<file path="config.mk">
export PLATFORM = sky130hd
export DESIGN_NAME = adc_control_zero
export DESIGN_NICKNAME = d
export VERILOG_FILES = /design/src/design/adc0_pkg.sv /design/src/design/adc_control_zero.sv
export SDC_FILE = /design/constraint.sdc
export NUM_CORES = 1
export LEC_CHECK = 0
export ABC_AREA = 1
export BUFFER_PORTS_ARGS = -buffer_cell sky130_fd_sc_hd__buf_2
export CELL_PAD_IN_SITES_DETAIL_PLACEMENT = 1
export CELL_PAD_IN_SITES_GLOBAL_PLACEMENT = 1
export CORE_MARGIN = 5
export CORE_UTILIZATION = 44
export DETAILED_ROUTE_END_ITERATION = 8
export GPL_ROUTABILITY_DRIVEN = 0
export PLACE_DENSITY = 0.88
export SYNTH_ARGS = -nofsm -noshare
export SYNTH_HDL_FRONTEND = slang
export SYNTH_SLANG_ARGS = --single-unit
export TNS_END_PERCENT = 30
</file>
<file path="constraint.sdc">
create_clock -name i_mclk -period 2.98 [get_ports i_mclk]
set_input_delay 0.298 -clock i_mclk [delete_from_list [all_inputs] [get_ports i_mclk]]
set_output_delay 0.298 -clock i_mclk [all_outputs]
set_load 0.02 [all_outputs]
</file>
<file path="src/design/adc0_pkg.sv">
// What this block does
// - Codes 0..11 route analog inputs 0..11
// - Codes 12..28 connect no input
// - Code 29 routes the temperature indicator
// - Code 30 routes fixed reference buffer one
// - Writing go starts; reads one while busy
// - Hardware clears go when conversion finishes
// - Enable bit powers converter; clear draws nothing
// - Bit seven ignores writes, reads zero
// - All implemented control bits reset to zero
// - Completion clears go, sets flag, loads result
// - Early clear aborts; fill with last bit
// - Trigger sets go and clears timer counter
package adc0_pkg;

	// ==========================================
	// Register map
	localparam logic [2:0] ADDR_CTRL = 3'h0;
	localparam logic [2:0] ADDR_STAT = 3'h1;
	localparam logic [2:0] ADDR_MASK = 3'h2;
	localparam logic [2:0] ADDR_RESH = 3'h3;
	localparam logic [2:0] ADDR_RESL = 3'h4;

	// ==========================================
	// Field layout and reset values
	typedef struct packed {
		logic unused;
		logic [4:0] chan;
		logic go;
		logic enable;
	} ctrl_s;

	localparam logic [7:0] CTRL_RESET = 8'h00;
	localparam logic [1:0] STAT_RESET = 2'h0;
	localparam int STAT_DONE = 0;
	localparam int STAT_ABORT = 1;

	// ==========================================
	// Channel codes
	localparam logic [4:0] CHAN_LAST_INPUT = 5'h0b;
	localparam logic [4:0] CHAN_TEMP = 5'h1d;
	localparam logic [4:0] CHAN_FIXED_REFERENCE = 5'h1e;

	typedef struct packed {
		logic input_sel;
		logic [3:0] input_index;
		logic temp_sel;
		logic fixed_reference_sel;
	} route_s;

	// Code zero is the reset channel, so its input is selected from reset
	localparam route_s ROUTE_RESET = '{input_sel: 1'b1, input_index: 4'h0, temp_sel: 1'b0,
		fixed_reference_sel: 1'b0};

	// ==========================================
	// Conversion timing
	localparam int RES_BITS = 10;
	localparam int CLK_NS = 8;
	localparam int SETTLE_NS = 40;
	localparam int SETTLE_CYC = (SETTLE_NS + CLK_NS - 1) / CLK_NS;

endpackage

</file>
<file path="src/design/adc_control_zero.sv">
`timescale 1ns/1ps
module adc_control_zero #(
	parameter int RES_BITS = adc0_pkg::RES_BITS
) (
	input wire logic i_mclk,
	input wire logic i_resetn,
	input wire logic [2:0] i_addr,
	input wire logic [7:0] i_wdata,
	input wire logic i_wr,
	input wire logic i_rd,
	output logic [7:0] o_rdata,
	input wire logic i_trigger,
	output logic o_timer_clear,
	input wire logic i_cmp_above,
	output logic [RES_BITS-1:0] o_dac_code,
	output logic o_power_on,
	output adc0_pkg::route_s o_route,
	output logic o_irq
);

	typedef enum logic [0:0] {st_idle, st_convert} conv_e;

	// ==========================================
	// State
	adc0_pkg::ctrl_s ctrl;
	adc0_pkg::ctrl_s next_ctrl;
	conv_e state;
	conv_e next_state;
	logic [3:0] bit_idx;
	logic [3:0] next_bit_idx;
	logic [2:0] cyc;
	logic [2:0] next_cyc;
	logic [RES_BITS-1:0] sar;
	logic [RES_BITS-1:0] next_sar;
	logic [RES_BITS-1:0] result;
	logic [RES_BITS-1:0] next_result;
	adc0_pkg::route_s next_route;
	logic next_timer_clear;
	logic cmp_meta;
	logic cmp_sync;
	logic [1:0] status;
	logic [1:0] next_status;
	logic [1:0] mask;
	logic [1:0] next_mask;
	logic [7:0] next_rdata;

	adc0_pkg::ctrl_s wctrl;
	logic wr_ctrl;
	logic complete;
	logic aborted;
	logic abort_last;
	logic stat_clear;

	assign wctrl = adc0_pkg::ctrl_s'(i_wdata);
	assign wr_ctrl = i_wr && (i_addr == adc0_pkg::ADDR_CTRL);
	assign o_dac_code = sar;
	assign o_irq = |(status & mask);

	// ==========================================
	// Control register and conversion sequencer
	always_comb begin
		next_ctrl = ctrl;
		next_state = state;
		next_bit_idx = bit_idx;
		next_cyc = cyc;
		next_sar = sar;
		next_result = result;
		next_route = '0;
		next_timer_clear = i_trigger;
		complete = 1'b0;
		aborted = 1'b0;
		abort_last = 1'b0;

		if (wr_ctrl) begin
			next_ctrl.enable = wctrl.enable;
			next_ctrl.chan = wctrl.chan;
		end

		// Last resolved bit sits just above the bit under trial
		for (int i = 1; i < RES_BITS; i++) begin
			if (i == int'(bit_idx) + 1) begin
				abort_last = sar[i];
			end
		end

		case (state)
			st_idle: begin
				// Enable must already be set; a combined write does not start
				if ((wr_ctrl && wctrl.go) || i_trigger) begin
					if (ctrl.enable && next_ctrl.enable) begin
						next_ctrl.go = 1'b1;
						next_state = st_convert;
						next_bit_idx = 4'(RES_BITS - 1);
						next_cyc = 3'h0;
						next_sar = '0;
						next_sar[RES_BITS-1] = 1'b1;
					end
				end
			end
			st_convert: begin
				if (!next_ctrl.enable) begin
					// Power removed: no valid sample to keep
					next_ctrl.go = 1'b0;
					next_state = st_idle;
					next_sar = '0;
				end else if (cyc == 3'(adc0_pkg::SETTLE_CYC - 1) && bit_idx == 4'h0) begin
					// Completion outranks a same-cycle abort write
					next_sar[0] = cmp_sync;
					next_cyc = 3'h0;
					complete = 1'b1;
					next_result = next_sar;
					next_ctrl.go = 1'b0;
					next_state = st_idle;
				end else if (wr_ctrl && !wctrl.go) begin
					// Honoured in resolve cycles too, except the final one, where completion wins
					aborted = 1'b1;
					next_ctrl.go = 1'b0;
					next_state = st_idle;
					for (int i = 0; i < RES_BITS; i++) begin
						if (i <= int'(bit_idx)) begin
							next_result[i] = abort_last;
						end else begin
							next_result[i] = sar[i];
						end
					end
				end else if (cyc == 3'(adc0_pkg::SETTLE_CYC - 1)) begin
					next_sar[bit_idx] = cmp_sync;
					next_cyc = 3'h0;
					next_bit_idx = bit_idx - 4'h1;
					next_sar[bit_idx - 4'h1] = 1'b1;
				end else begin
					next_cyc = cyc + 3'h1;
				end
			end
			default: begin
				next_state = st_idle;
				next_ctrl.go = 1'b0;
			end
		endcase

		next_ctrl.unused = 1'b0;

		if (next_ctrl.chan <= adc0_pkg::CHAN_LAST_INPUT) begin
			next_route.input_sel = 1'b1;
			next_route.input_index = next_ctrl.chan[3:0];
		end else if (next_ctrl.chan == adc0_pkg::CHAN_TEMP) begin
			next_route.temp_sel = 1'b1;
		end else if (next_ctrl.chan == adc0_pkg::CHAN_FIXED_REFERENCE) begin
			next_route.fixed_reference_sel = 1'b1;
		end
		// Reserved and unlisted codes leave every selection off
	end

	always_ff @(posedge i_mclk) begin
		cmp_meta <= i_cmp_above;
		cmp_sync <= cmp_meta;
		if (!i_resetn) begin
			ctrl <= adc0_pkg::ctrl_s'(adc0_pkg::CTRL_RESET);
			state <= st_idle;
			bit_idx <= 4'h0;
			cyc <= 3'h0;
			sar <= '0;
			result <= '0;
			o_route <= adc0_pkg::ROUTE_RESET;
			o_timer_clear <= 1'b0;
			o_power_on <= 1'b0;
		end else begin
			ctrl <= next_ctrl;
			state <= next_state;
			bit_idx <= next_bit_idx;
			cyc <= next_cyc;
			sar <= next_sar;
			result <= next_result;
			o_route <= next_route;
			o_timer_clear <= next_timer_clear;
			o_power_on <= next_ctrl.enable;
		end
	end

	// ==========================================
	// Status, mask and read-back
	always_comb begin
		stat_clear = i_rd && (i_addr == adc0_pkg::ADDR_STAT);
		next_status = status;
		next_mask = mask;
		next_rdata = 8'h00;
		if (stat_clear) begin
			next_status = 2'h0;
		end
		// A new event wins over the read that clears
		if (complete) begin
			next_status[adc0_pkg::STAT_DONE] = 1'b1;
		end
		if (aborted) begin
			next_status[adc0_pkg::STAT_ABORT] = 1'b1;
		end
		if (i_wr && (i_addr == adc0_pkg::ADDR_MASK)) begin
			next_mask = i_wdata[1:0];
		end
		if (i_rd) begin
			case (i_addr)
				adc0_pkg::ADDR_CTRL: next_rdata = ctrl;
				adc0_pkg::ADDR_STAT: next_rdata = {6'h00, status};
				adc0_pkg::ADDR_MASK: next_rdata = {6'h00, mask};
				adc0_pkg::ADDR_RESH: next_rdata = result[RES_BITS-1 -: 8];
				adc0_pkg::ADDR_RESL: next_rdata = {result[1:0], 6'h00};
				default: next_rdata = 8'h00;
			endcase
		end
	end

	always_ff @(posedge i_mclk) begin
		if (!i_resetn) begin
			status <= adc0_pkg::STAT_RESET;
			mask <= 2'h0;
			o_rdata <= 8'h00;
		end else begin
			status <= next_status;
			mask <= next_mask;
			o_rdata <= next_rdata;
		end
	end

	// ==========================================
	// Assertions
	a_reset_clears_ctrl: assert property (@(posedge i_mclk) disable iff (!i_resetn)
		$rose(i_resetn) |-> (ctrl == adc0_pkg::ctrl_s'(adc0_pkg::CTRL_RESET)))
		else $error("control not zero after reset");

	a_unused_reads_zero: assert property (@(posedge i_mclk) disable iff (!i_resetn)
		(i_rd && i_addr == adc0_pkg::ADDR_CTRL) |=> (o_rdata[7] == 1'b0))
		else $error("bit seven read as one");

	a_start_sets_go: assert property (@(posedge i_mclk) disable iff (!i_resetn)
		(state == st_idle && ctrl.enable && wr_ctrl && wctrl.go && wctrl.enable)
		|=> (ctrl.go && state == st_convert) ##1 ctrl.go)
		else $error("start did not set go");

	a_disabled_no_go: assert property (@(posedge i_mclk) disable iff (!i_resetn)
		(state == st_idle && !ctrl.enable) |=> !ctrl.go)
		else $error("go set while disabled");

	a_done_clears_go: assert property (@(posedge i_mclk) disable iff (!i_resetn)
		complete |=> (!ctrl.go && status[adc0_pkg::STAT_DONE] && result == $past(next_sar)))
		else $error("completion effects missing");

	a_abort_fill: assert property (@(posedge i_mclk) disable iff (!i_resetn)
		(aborted && bit_idx != 4'(RES_BITS - 1)) |=> (!ctrl.go && result[0] == $past(abort_last)))
		else $error("abort fill wrong");

	a_trigger_timer: assert property (@(posedge i_mclk) disable iff (!i_resetn)
		i_trigger |=> o_timer_clear)
		else $error("timer clear missing");

	a_disable_power: assert property (@(posedge i_mclk) disable iff (!i_resetn)
		(wr_ctrl && !wctrl.enable) |=> (!o_power_on && !ctrl.go))
		else $error("power stays on");

	a_route_input: assert property (@(posedge i_mclk) disable iff (!i_resetn)
		(ctrl.chan <= adc0_pkg::CHAN_LAST_INPUT) |-> (o_route.input_sel
		&& o_route.input_index == ctrl.chan[3:0] && !o_route.temp_sel))
		else $error("input route wrong");

	a_route_reserved: assert property (@(posedge i_mclk) disable iff (!i_resetn)
		(ctrl.chan > adc0_pkg::CHAN_LAST_INPUT && ctrl.chan < adc0_pkg::CHAN_TEMP)
		|-> (o_route == '0))
		else $error("reserved code routed");

	a_route_temp: assert property (@(posedge i_mclk) disable iff (!i_resetn)
		(ctrl.chan == adc0_pkg::CHAN_TEMP) |-> (o_route.temp_sel && !o_route.input_sel))
		else $error("temperature route wrong");

	a_route_reference: assert property (@(posedge i_mclk) disable iff (!i_resetn)
		(ctrl.chan == adc0_pkg::CHAN_FIXED_REFERENCE)
		|-> (o_route.fixed_reference_sel && !o_route.temp_sel))
		else $error("reference route wrong");

	a_abort_flags: assert property (@(posedge i_mclk) disable iff (!i_resetn)
		aborted |=> (status[adc0_pkg::STAT_ABORT] && state == st_idle && !ctrl.go))
		else $error("abort did not stop conversion");

	a_busy_shows_go: assert property (@(posedge i_mclk) disable iff (!i_resetn)
		ctrl.go == (state == st_convert))
		else $error("go differs from busy");

	a_off_no_go: assert property (@(posedge i_mclk) disable iff (!i_resetn)
		!ctrl.enable |-> !ctrl.go)
		else $error("go set while off");

	a_power_follows: assert property (@(posedge i_mclk) disable iff (!i_resetn)
		o_power_on == ctrl.enable)
		else $error("power differs from enable");

	c_complete: cover property (@(posedge i_mclk) disable iff (!i_resetn) complete);
	c_abort: cover property (@(posedge i_mclk) disable iff (!i_resetn) aborted);
	c_trigger_start: cover property (@(posedge i_mclk) disable iff (!i_resetn)
		(i_trigger && state == st_idle && ctrl.enable) ##1 ctrl.go);
	c_abort_midway: cover property (@(posedge i_mclk) disable iff (!i_resetn)
		aborted && bit_idx != 4'(RES_BITS - 1));
	c_disable_stop: cover property (@(posedge i_mclk) disable iff (!i_resetn)
		state == st_convert && wr_ctrl && !wctrl.enable);

endmodule

</file>
==> qor.yml, run 1 <==
grt:
  maximum_number_of_pins_on_one_net_before_global_route_repair: 28
  grt.total_usage: 0.219
  antenna_violations_before_repair: 0
  overflow: 0
  grt_pass1_wl_um: 15400
  via_count_of_the_first_global_routing_pass: 3206
synthesis:
  ys_async_sr_fraction: 0
  synth_seq_area_share: 0.357
  yosys_warnings: 0
  synth_cells: 453
  synth-simple-area-share: 0.360
  synth_compound_gate_area_share: 0.136
  postSynthNetCount: 480
  synth-main-ff-cell: "dfxtp_1"
  syn_avg_cell_area_um2: 7.05
  synthAdderAreaFrac: 0.0392
  post_synth_xor_area_fraction: 0.00274
  synthDistinctLibCells: 37
  synth_mux_area_frac: 0.0125
  post_synthesis_instance_area_um2: 3190
  synth_top_family_by_area: "simple AND/OR/NAND/NOR gates"
  synth-seq-cells: 57
  post_synth_edffs: 0
route:
  drtAntennaViolNets: 0
  drt_iter0_drc: 148
  via_density_per_instance: 5.27
  route.final.wire_length_um: 9320
  routedWlPerCell_um: 15.6
  number_of_remaining_drc_errors: 0
  drt_pre_antenna_iters: 4
  routed-via-count: 3158
power_and_ir_drop:
  power.internal_w: 0.00130
  netSwitchingFraction: 0.275
  p_total_w: 0.00180
  power.switching_w: 0.000494
  power_density_nw_per_um2: 488
  seqPwrFrac: 0.440
  p_leak_nw: 1.66
  power_frac_clock: 0.468
  vdd.ir_drop.worst_mv: 0.196
  combPwrFrac: 0.092
worst_setup_path:
  worst_setup_path_end_kind: "register"
  r2r.worst_path.cells: 12
  critPathMaxFanout: 17
  worst_flop_to_flop_path_endpoint: "o_dac_code[7]"
  rrSetupSlack_ns: 0.66
  worst_ep_arrival_time_ns: 2.55
  reg2reg_from: "bit_idx[0]"
  crit_type: "register to register"
  cp-start-kind: "register"
  worst-endpoint-required_ns: 3.21
die:
  placeableCoreArea_um2: 7180
  num_io_pins: 45
  dieWidth_um: 95.2
  starting_density_of_the_core: 0.445
  floorplan.die_area_um2: 9060
  die_height_um: 95.2
  row_count: 31
timing:
  slew_headroom: 0.646
  worst-slew-pin-transition_ns: 0.530
  worst_clock_skew_ns: 0.00923
  timing_hold_violations_final: 0
  period_share: 0.780
  rsz_0062_raised_after_global_routing: "false"
  final_max_slew_viol_count: 0
  min_period_ns: 2.32
  setup-violations-final: 0
  setup-tns-final_ns: 0
  max_clock_freq_mhz: 430
  worst_slack_ns: 0.657
cts:
  clk_pin_slew_ns: 0.07
  cts_tree: "done"
  clkLatencyLatePin_ns: 0.35
  cts.sinks: 57
  cts-resized-gates: 0
  htree_num_levels: 3
  cts.repair_timing.setup_buffer_count: 0
  clockRootBuffer: "clkbuf_8"
  tritoncts_buffer_count: 9
  number_of_buffers_on_the_longest_clock_path: 2
  hold_buffers: 0
final_layout:
  net_count_reported_at_finish: 522
  drive_above_1_share: 0.192
  finish.utilization: 0.513
  nFillCells: 971
  layout_cells_excl_fill: 599
  synthToLayoutAreaGrowth_pct: 15.2
  diodes: 0
worst_hold_path:
  hold-path-cell-count: 1
  worstHoldStart: "i_cmp_above"
  hold_end: "cmp_meta"
  hold_path.class: "primary input to register"
flow_run:
  maxCapViolations: 0
run_status:
  outcome: "finished clean"
place:
  numPlacedInstances: 583
  io_buffer_count: 43
  dp_hpwl_um: 6810
  detailedPlace.worstSlack_ns: 0.669
[synthesized netlist by cell type, drive strengths merged, types with 2 or more instances]
library cell / n / share of area
inv: 55 / 0.065
ha: 10 / 0.039
dfxtp: 57 / 0.36
o21ai: 33 / 0.061
o22ai: 2 / 0.0039
nor3: 3 / 0.0047
mux2i: 4 / 0.013
buf: 8 / 0.021
nand3: 39 / 0.074
nand2: 117 / 0.15
a21oi: 35 / 0.056
nor2: 65 / 0.10
o221ai: 2 / 0.0055
nand4: 11 / 0.022
clkbuf: 5 / 0.0059
[power groups by stage]
stage | combinational [W] | clock [W] | sequential [W]
after floorplan | 0.000109 | 0 | 0.000812
after global placement | 0.000155 | 0 | 0.000808
after detailed placement | 0.000162 | 0 | 0.000809
after CTS | 0.000165 | 0.000853 | 0.000791
after global routing | 0.000182 | 0.000893 | 0.000793
final | 0.000165 | 0.000841 | 0.000791
[per-stage QoR]
stage / cell area (um^2) / hold WS [ns]
floorplan: 3190 / 0.310
CTS: 3680 / 0.0414
global route: 3680 / 0.0439
detailed placement: 3450 / 0.315
global placement: 3450 / 0.311
finish: 3680 / 0.0539
[placed cells by master (no fill, tap or decap), types with 2 or more instances in the layout]
| cell type | n |
|---|---|
| nor2_1 | 55 |
| clkbuf_8 | 9 |
| nor2_2 | 4 |
| nand3_1 | 35 |
| o22ai_1 | 2 |
| nand3_4 | 3 |
| nor2_8 | 3 |
| dfxtp_1 | 57 |
| nand2_2 | 5 |
| bufinv_16 | 2 |
| o21ai_0 | 25 |
| inv_6 | 2 |
| nand2_4 | 3 |
| o21ai_2 | 8 |
| nand4_1 | 11 |
| a21oi_1 | 34 |
| buf_2 | 43 |
| nand2_1 | 108 |
| nor3_1 | 3 |
| inv_1 | 51 |
| clkinv_4 | 2 |
| mux2i_1 | 4 |
| inv_2 | 3 |
| o221ai_1 | 2 |
| ha_1 | 10 |
| nor2_4 | 3 |
[cell type report]
| class | count | area [um^2] | share of cell area |
|---|---|---|---|
| well taps | 99 | 124 | 0.0337 |
| multi-input cells | 328 | 1760 | 0.478 |
| clock inverters | 7 | 103 | 0.0279 |
| clock buffers | 9 | 124 | 0.0337 |
| repair buffers | 44 | 223 | 0.0605 |
| inverters | 55 | 209 | 0.0568 |
| flip-flops and latches | 57 | 1140 | 0.310 |
[how the worst max path moves through the flow]
stage               start             to  slack (ns)
5_1_grt        bit_idx[0]  o_dac_code[7]        0.43
2_1_floorplan  bit_idx[0]  o_dac_code[8]        1.09
3_3_place_gp   bit_idx[0]  o_dac_code[7]        0.73
6_report       bit_idx[0]  o_dac_code[7]        0.66
4_1_cts        bit_idx[0]  o_dac_code[7]        0.64
3_5_place_dp   bit_idx[0]  o_dac_code[2]        0.67
[per-layer routing]
layer  up-vias  GRT usage  share of wire
li1       1562          -              -
met1      1520      0.269           0.44
met2        59      0.380           0.50
met3        17     0.0474          0.046
met4         0     0.0697          0.014
met5         -          0              0
[cell families (layout without fill, tap and decap cells)]
family | count (synthesis) | after routing
simple gates | 237 | 237
compound gates | 76 | 76
buf+inv | 68 | 115
flops | 57 | 57
fa+ha+maj | 10 | 10
mux | 4 | 4
xor+xnor | 1 | 1
[registers in the layout, indices dropped and copies added, names as in the netlist]
| register | count |
|---|---|
| o_dac_code | 10 |
| result | 10 |
| o_rdata | 8 |
| ctrl | 7 |
| o_route | 7 |
| bit_idx | 4 |
| cyc | 3 |
| mask | 2 |
| status | 2 |
| cmp_meta | 1 |
| cmp_sync | 1 |
| o_timer_clear | 1 |
| state | 1 |
[worst max-delay path, cell delays in order, from the launching register on]
cell and delay [ns]:
dfxtp_1 0.49, inv_1 0.18, ha_1 0.31, nand2_2 0.14, nor2_2 0.07, inv_2 0.15
nand2_8 0.08, inv_4 0.08, nor2_8 0.04, nor2_4 0.42, nand2_1 0.13, o21ai_2 0.08
nor2_1 0.04
Power figures use the tool's default switching activity.
==> run 2, diff against run 1 <==
CORE_UTILIZATION = 41   (was 44)
PLACE_DENSITY = 0.83   (was 0.88)
clock period = 2.4 ns   (was 2.98 ns; I/O delays follow)
==> run 2 against run 1 <==
  * Via count shrank 0.16%
  * Total power increased by 31%
  * Largest power group unchanged
  * Largest cell class unchanged
  * Count of clock-buffer cells in the layout unchanged
  * Critical endpoint is now result[9]
==> qor.yml, run 2 (synthesis gave the netlist of run 1 again) <==
route:
  routed-via-count: 3153
  routedWlPerCell_um: 15.3
  via_density_per_instance: 5.17
  drtAntennaViolNets: 0
  drt_iter0_drc: 119
  route.final.wire_length_um: 9350
  number_of_remaining_drc_errors: 0
  drt_pre_antenna_iters: 4
worst_setup_path:
  critical-path-slowest-cell: "dfxtp_1"
  rrSetupSlack_ns: 0.36
  worst_setup_path_end_kind: "register"
  crit_chain: "buf_4 -> ha_1 -> nand2_1 -> inv_1 -> nor2_1 -> nor2_1 -> nand2_1 -> nand2_1 -> nand2_1 -> nand3_1 -> nand2_1 -> nand2_1 -> a21oi_1"
  cp-start-kind: "register"
  critPathMaxFanout: 8
  worst_ep_arrival_time_ns: 2.31
  max_incr_delay_on_cp_ns: 0.32
  crit_type: "register to register"
  worst-endpoint-required_ns: 2.67
  r2r.worst_path.cells: 13
  reg2reg_from: "bit_idx[0]"
  worst_flop_to_flop_path_endpoint: "result[9]"
  crit_start: "bit_idx[0]"
  critPathMostFrequentCell: "nand2_1"
worst_hold_path:
  hold-path-cell-count: 3
  hold_path.class: "primary input to register"
  hold_end: "o_timer_clear"
  worstHoldStart: "i_trigger"
die:
  starting_density_of_the_core: 0.418
  die_height_um: 98.3
  dieWidth_um: 98.3
  placeableCoreArea_um2: 7650
  num_io_pins: 45
  row_count: 32
  floorplan.die_area_um2: 9660
timing:
  max_clock_freq_mhz: 491
  timing_hold_violations_final: 0
  worst-slew-pin-transition_ns: 0.707
  period_share: 0.849
  worst_slack_ns: 0.362
  min_period_ns: 2.04
  setup-tns-final_ns: 0
  final_max_slew_viol_count: 0
  setup-violations-final: 0
  timing.hold.ws_ns: 0.0827
  worst_clock_skew_ns: 0.00864
  slew_headroom: 0.528
  rsz_0062_raised_after_global_routing: "false"
final_layout:
  layout_commonest_cell: "nand2_1"
  synthToLayoutAreaGrowth_pct: 18.0
  drive_above_1_share: 0.203
  diodes: 0
  nFillCells: 992
  layout.cells.most_common_list: "nand2_1 (108), dfxtp_1 (57), nor2_1 (55), inv_1 (51), buf_2 (43)"
  net_count_reported_at_finish: 530
cts:
  clkLatencyLatePin_ns: 0.35
  cts_tree: "done"
  clk_pin_slew_ns: 0.08
  htree_num_levels: 3
  number_of_buffers_on_the_longest_clock_path: 2
  tritoncts_buffer_count: 9
  cts.sinks: 57
  clockRootBuffer: "clkbuf_8"
power_and_ir_drop:
  p_leak_nw: 1.72
  vdd.ir_drop.worst_mv: 0.329
  power_density_nw_per_um2: 622
run_status:
  outcome: "finished clean"
place:
  io_buffer_count: 43
  dp_hpwl_um: 7100
  detailedPlace.worstSlack_ns: 0.364
grt:
  maximum_number_of_pins_on_one_net_before_global_route_repair: 21
  grt.total_usage: 0.204
  via_count_of_the_first_global_routing_pass: 3312
  grt_pass1_wl_um: 16000
  antenna_violations_before_repair: 0
  overflow: 0
flow_run:
  maxCapViolations: 0
-- run 2: cell count changes in the layout (fill, tap and decap cells not counted) --
cell           before  now
buf_4               1    8
bufinv_16           2    3
clkinvlp_4          1    0
dlygate4sd3_1       0    1
-- run 2: timing repair --
action	in CTS	in global routing
hold endpoints to repair	1	0
hold buffers	1	0
resized for setup	0	0
buffers inserted	0	0
-- run 2: power by group --
group	switching, W	internal, W
sequential	0.0000188	0.000963
combinational	0.000142	0.0000660
clock	0.000456	0.000700
total	0.000617	0.00173
-- run 2: metrics by stage --
step,cell area (um^2),utilization,instances,power (W)
after CTS,3770,0.493,610,0.00236
final,3770,0.493,610,0.00235
after global placement,3510,0.459,593,0.00120
after floorplan,3190,-,453,0.00114
after global routing,3770,0.493,610,0.00244
after detailed placement,3510,0.459,593,0.00121
-- run 2: cell type report --
| cell class | instances | area, um^2 | area share |
|---|---|---|---|
| Tap cell | 102 | 128 | 0.0339 |
| Timing Repair Buffer | 52 | 285 | 0.0757 |
| Clock inverter | 7 | 125 | 0.0332 |
| Sequential cell | 57 | 1140 | 0.303 |
| Inverter | 55 | 209 | 0.0554 |
| Clock buffer | 9 | 124 | 0.0329 |
| Multi-Input combinational cell | 328 | 1760 | 0.466 |
-- run 2: layer usage --
metal,global-route usage,wire (um),vias up
met5,0,0,-
met4,0.0578,89,0
met3,0.0407,372,7
met2,0.349,4740,48
met1,0.260,4150,1522
li1,-,-,1576
-- run 2: worst max-delay path, delay by kind of cell, from the launching register on --
family,cells,cell delay (ns)
buffers and inverters,2,0.22
AO/OA/AOI/OAI,1,0.12
AND/OR/NAND/NOR,9,1.05
flip-flops,1,0.32
adder cells (fa/ha/maj),1,0.25
-- run 2: worst max-delay path by stage --
stage | to | cells past startpoint | slack [ns]
floorplan | o_dac_code[8] | 13 | 0.51
global route | result[9] | 11 | 0.13
CTS | result[9] | 13 | 0.35
global placement | result[5] | 13 | 0.45
finish | result[9] | 13 | 0.36
detailed placement | result[1] | 13 | 0.36
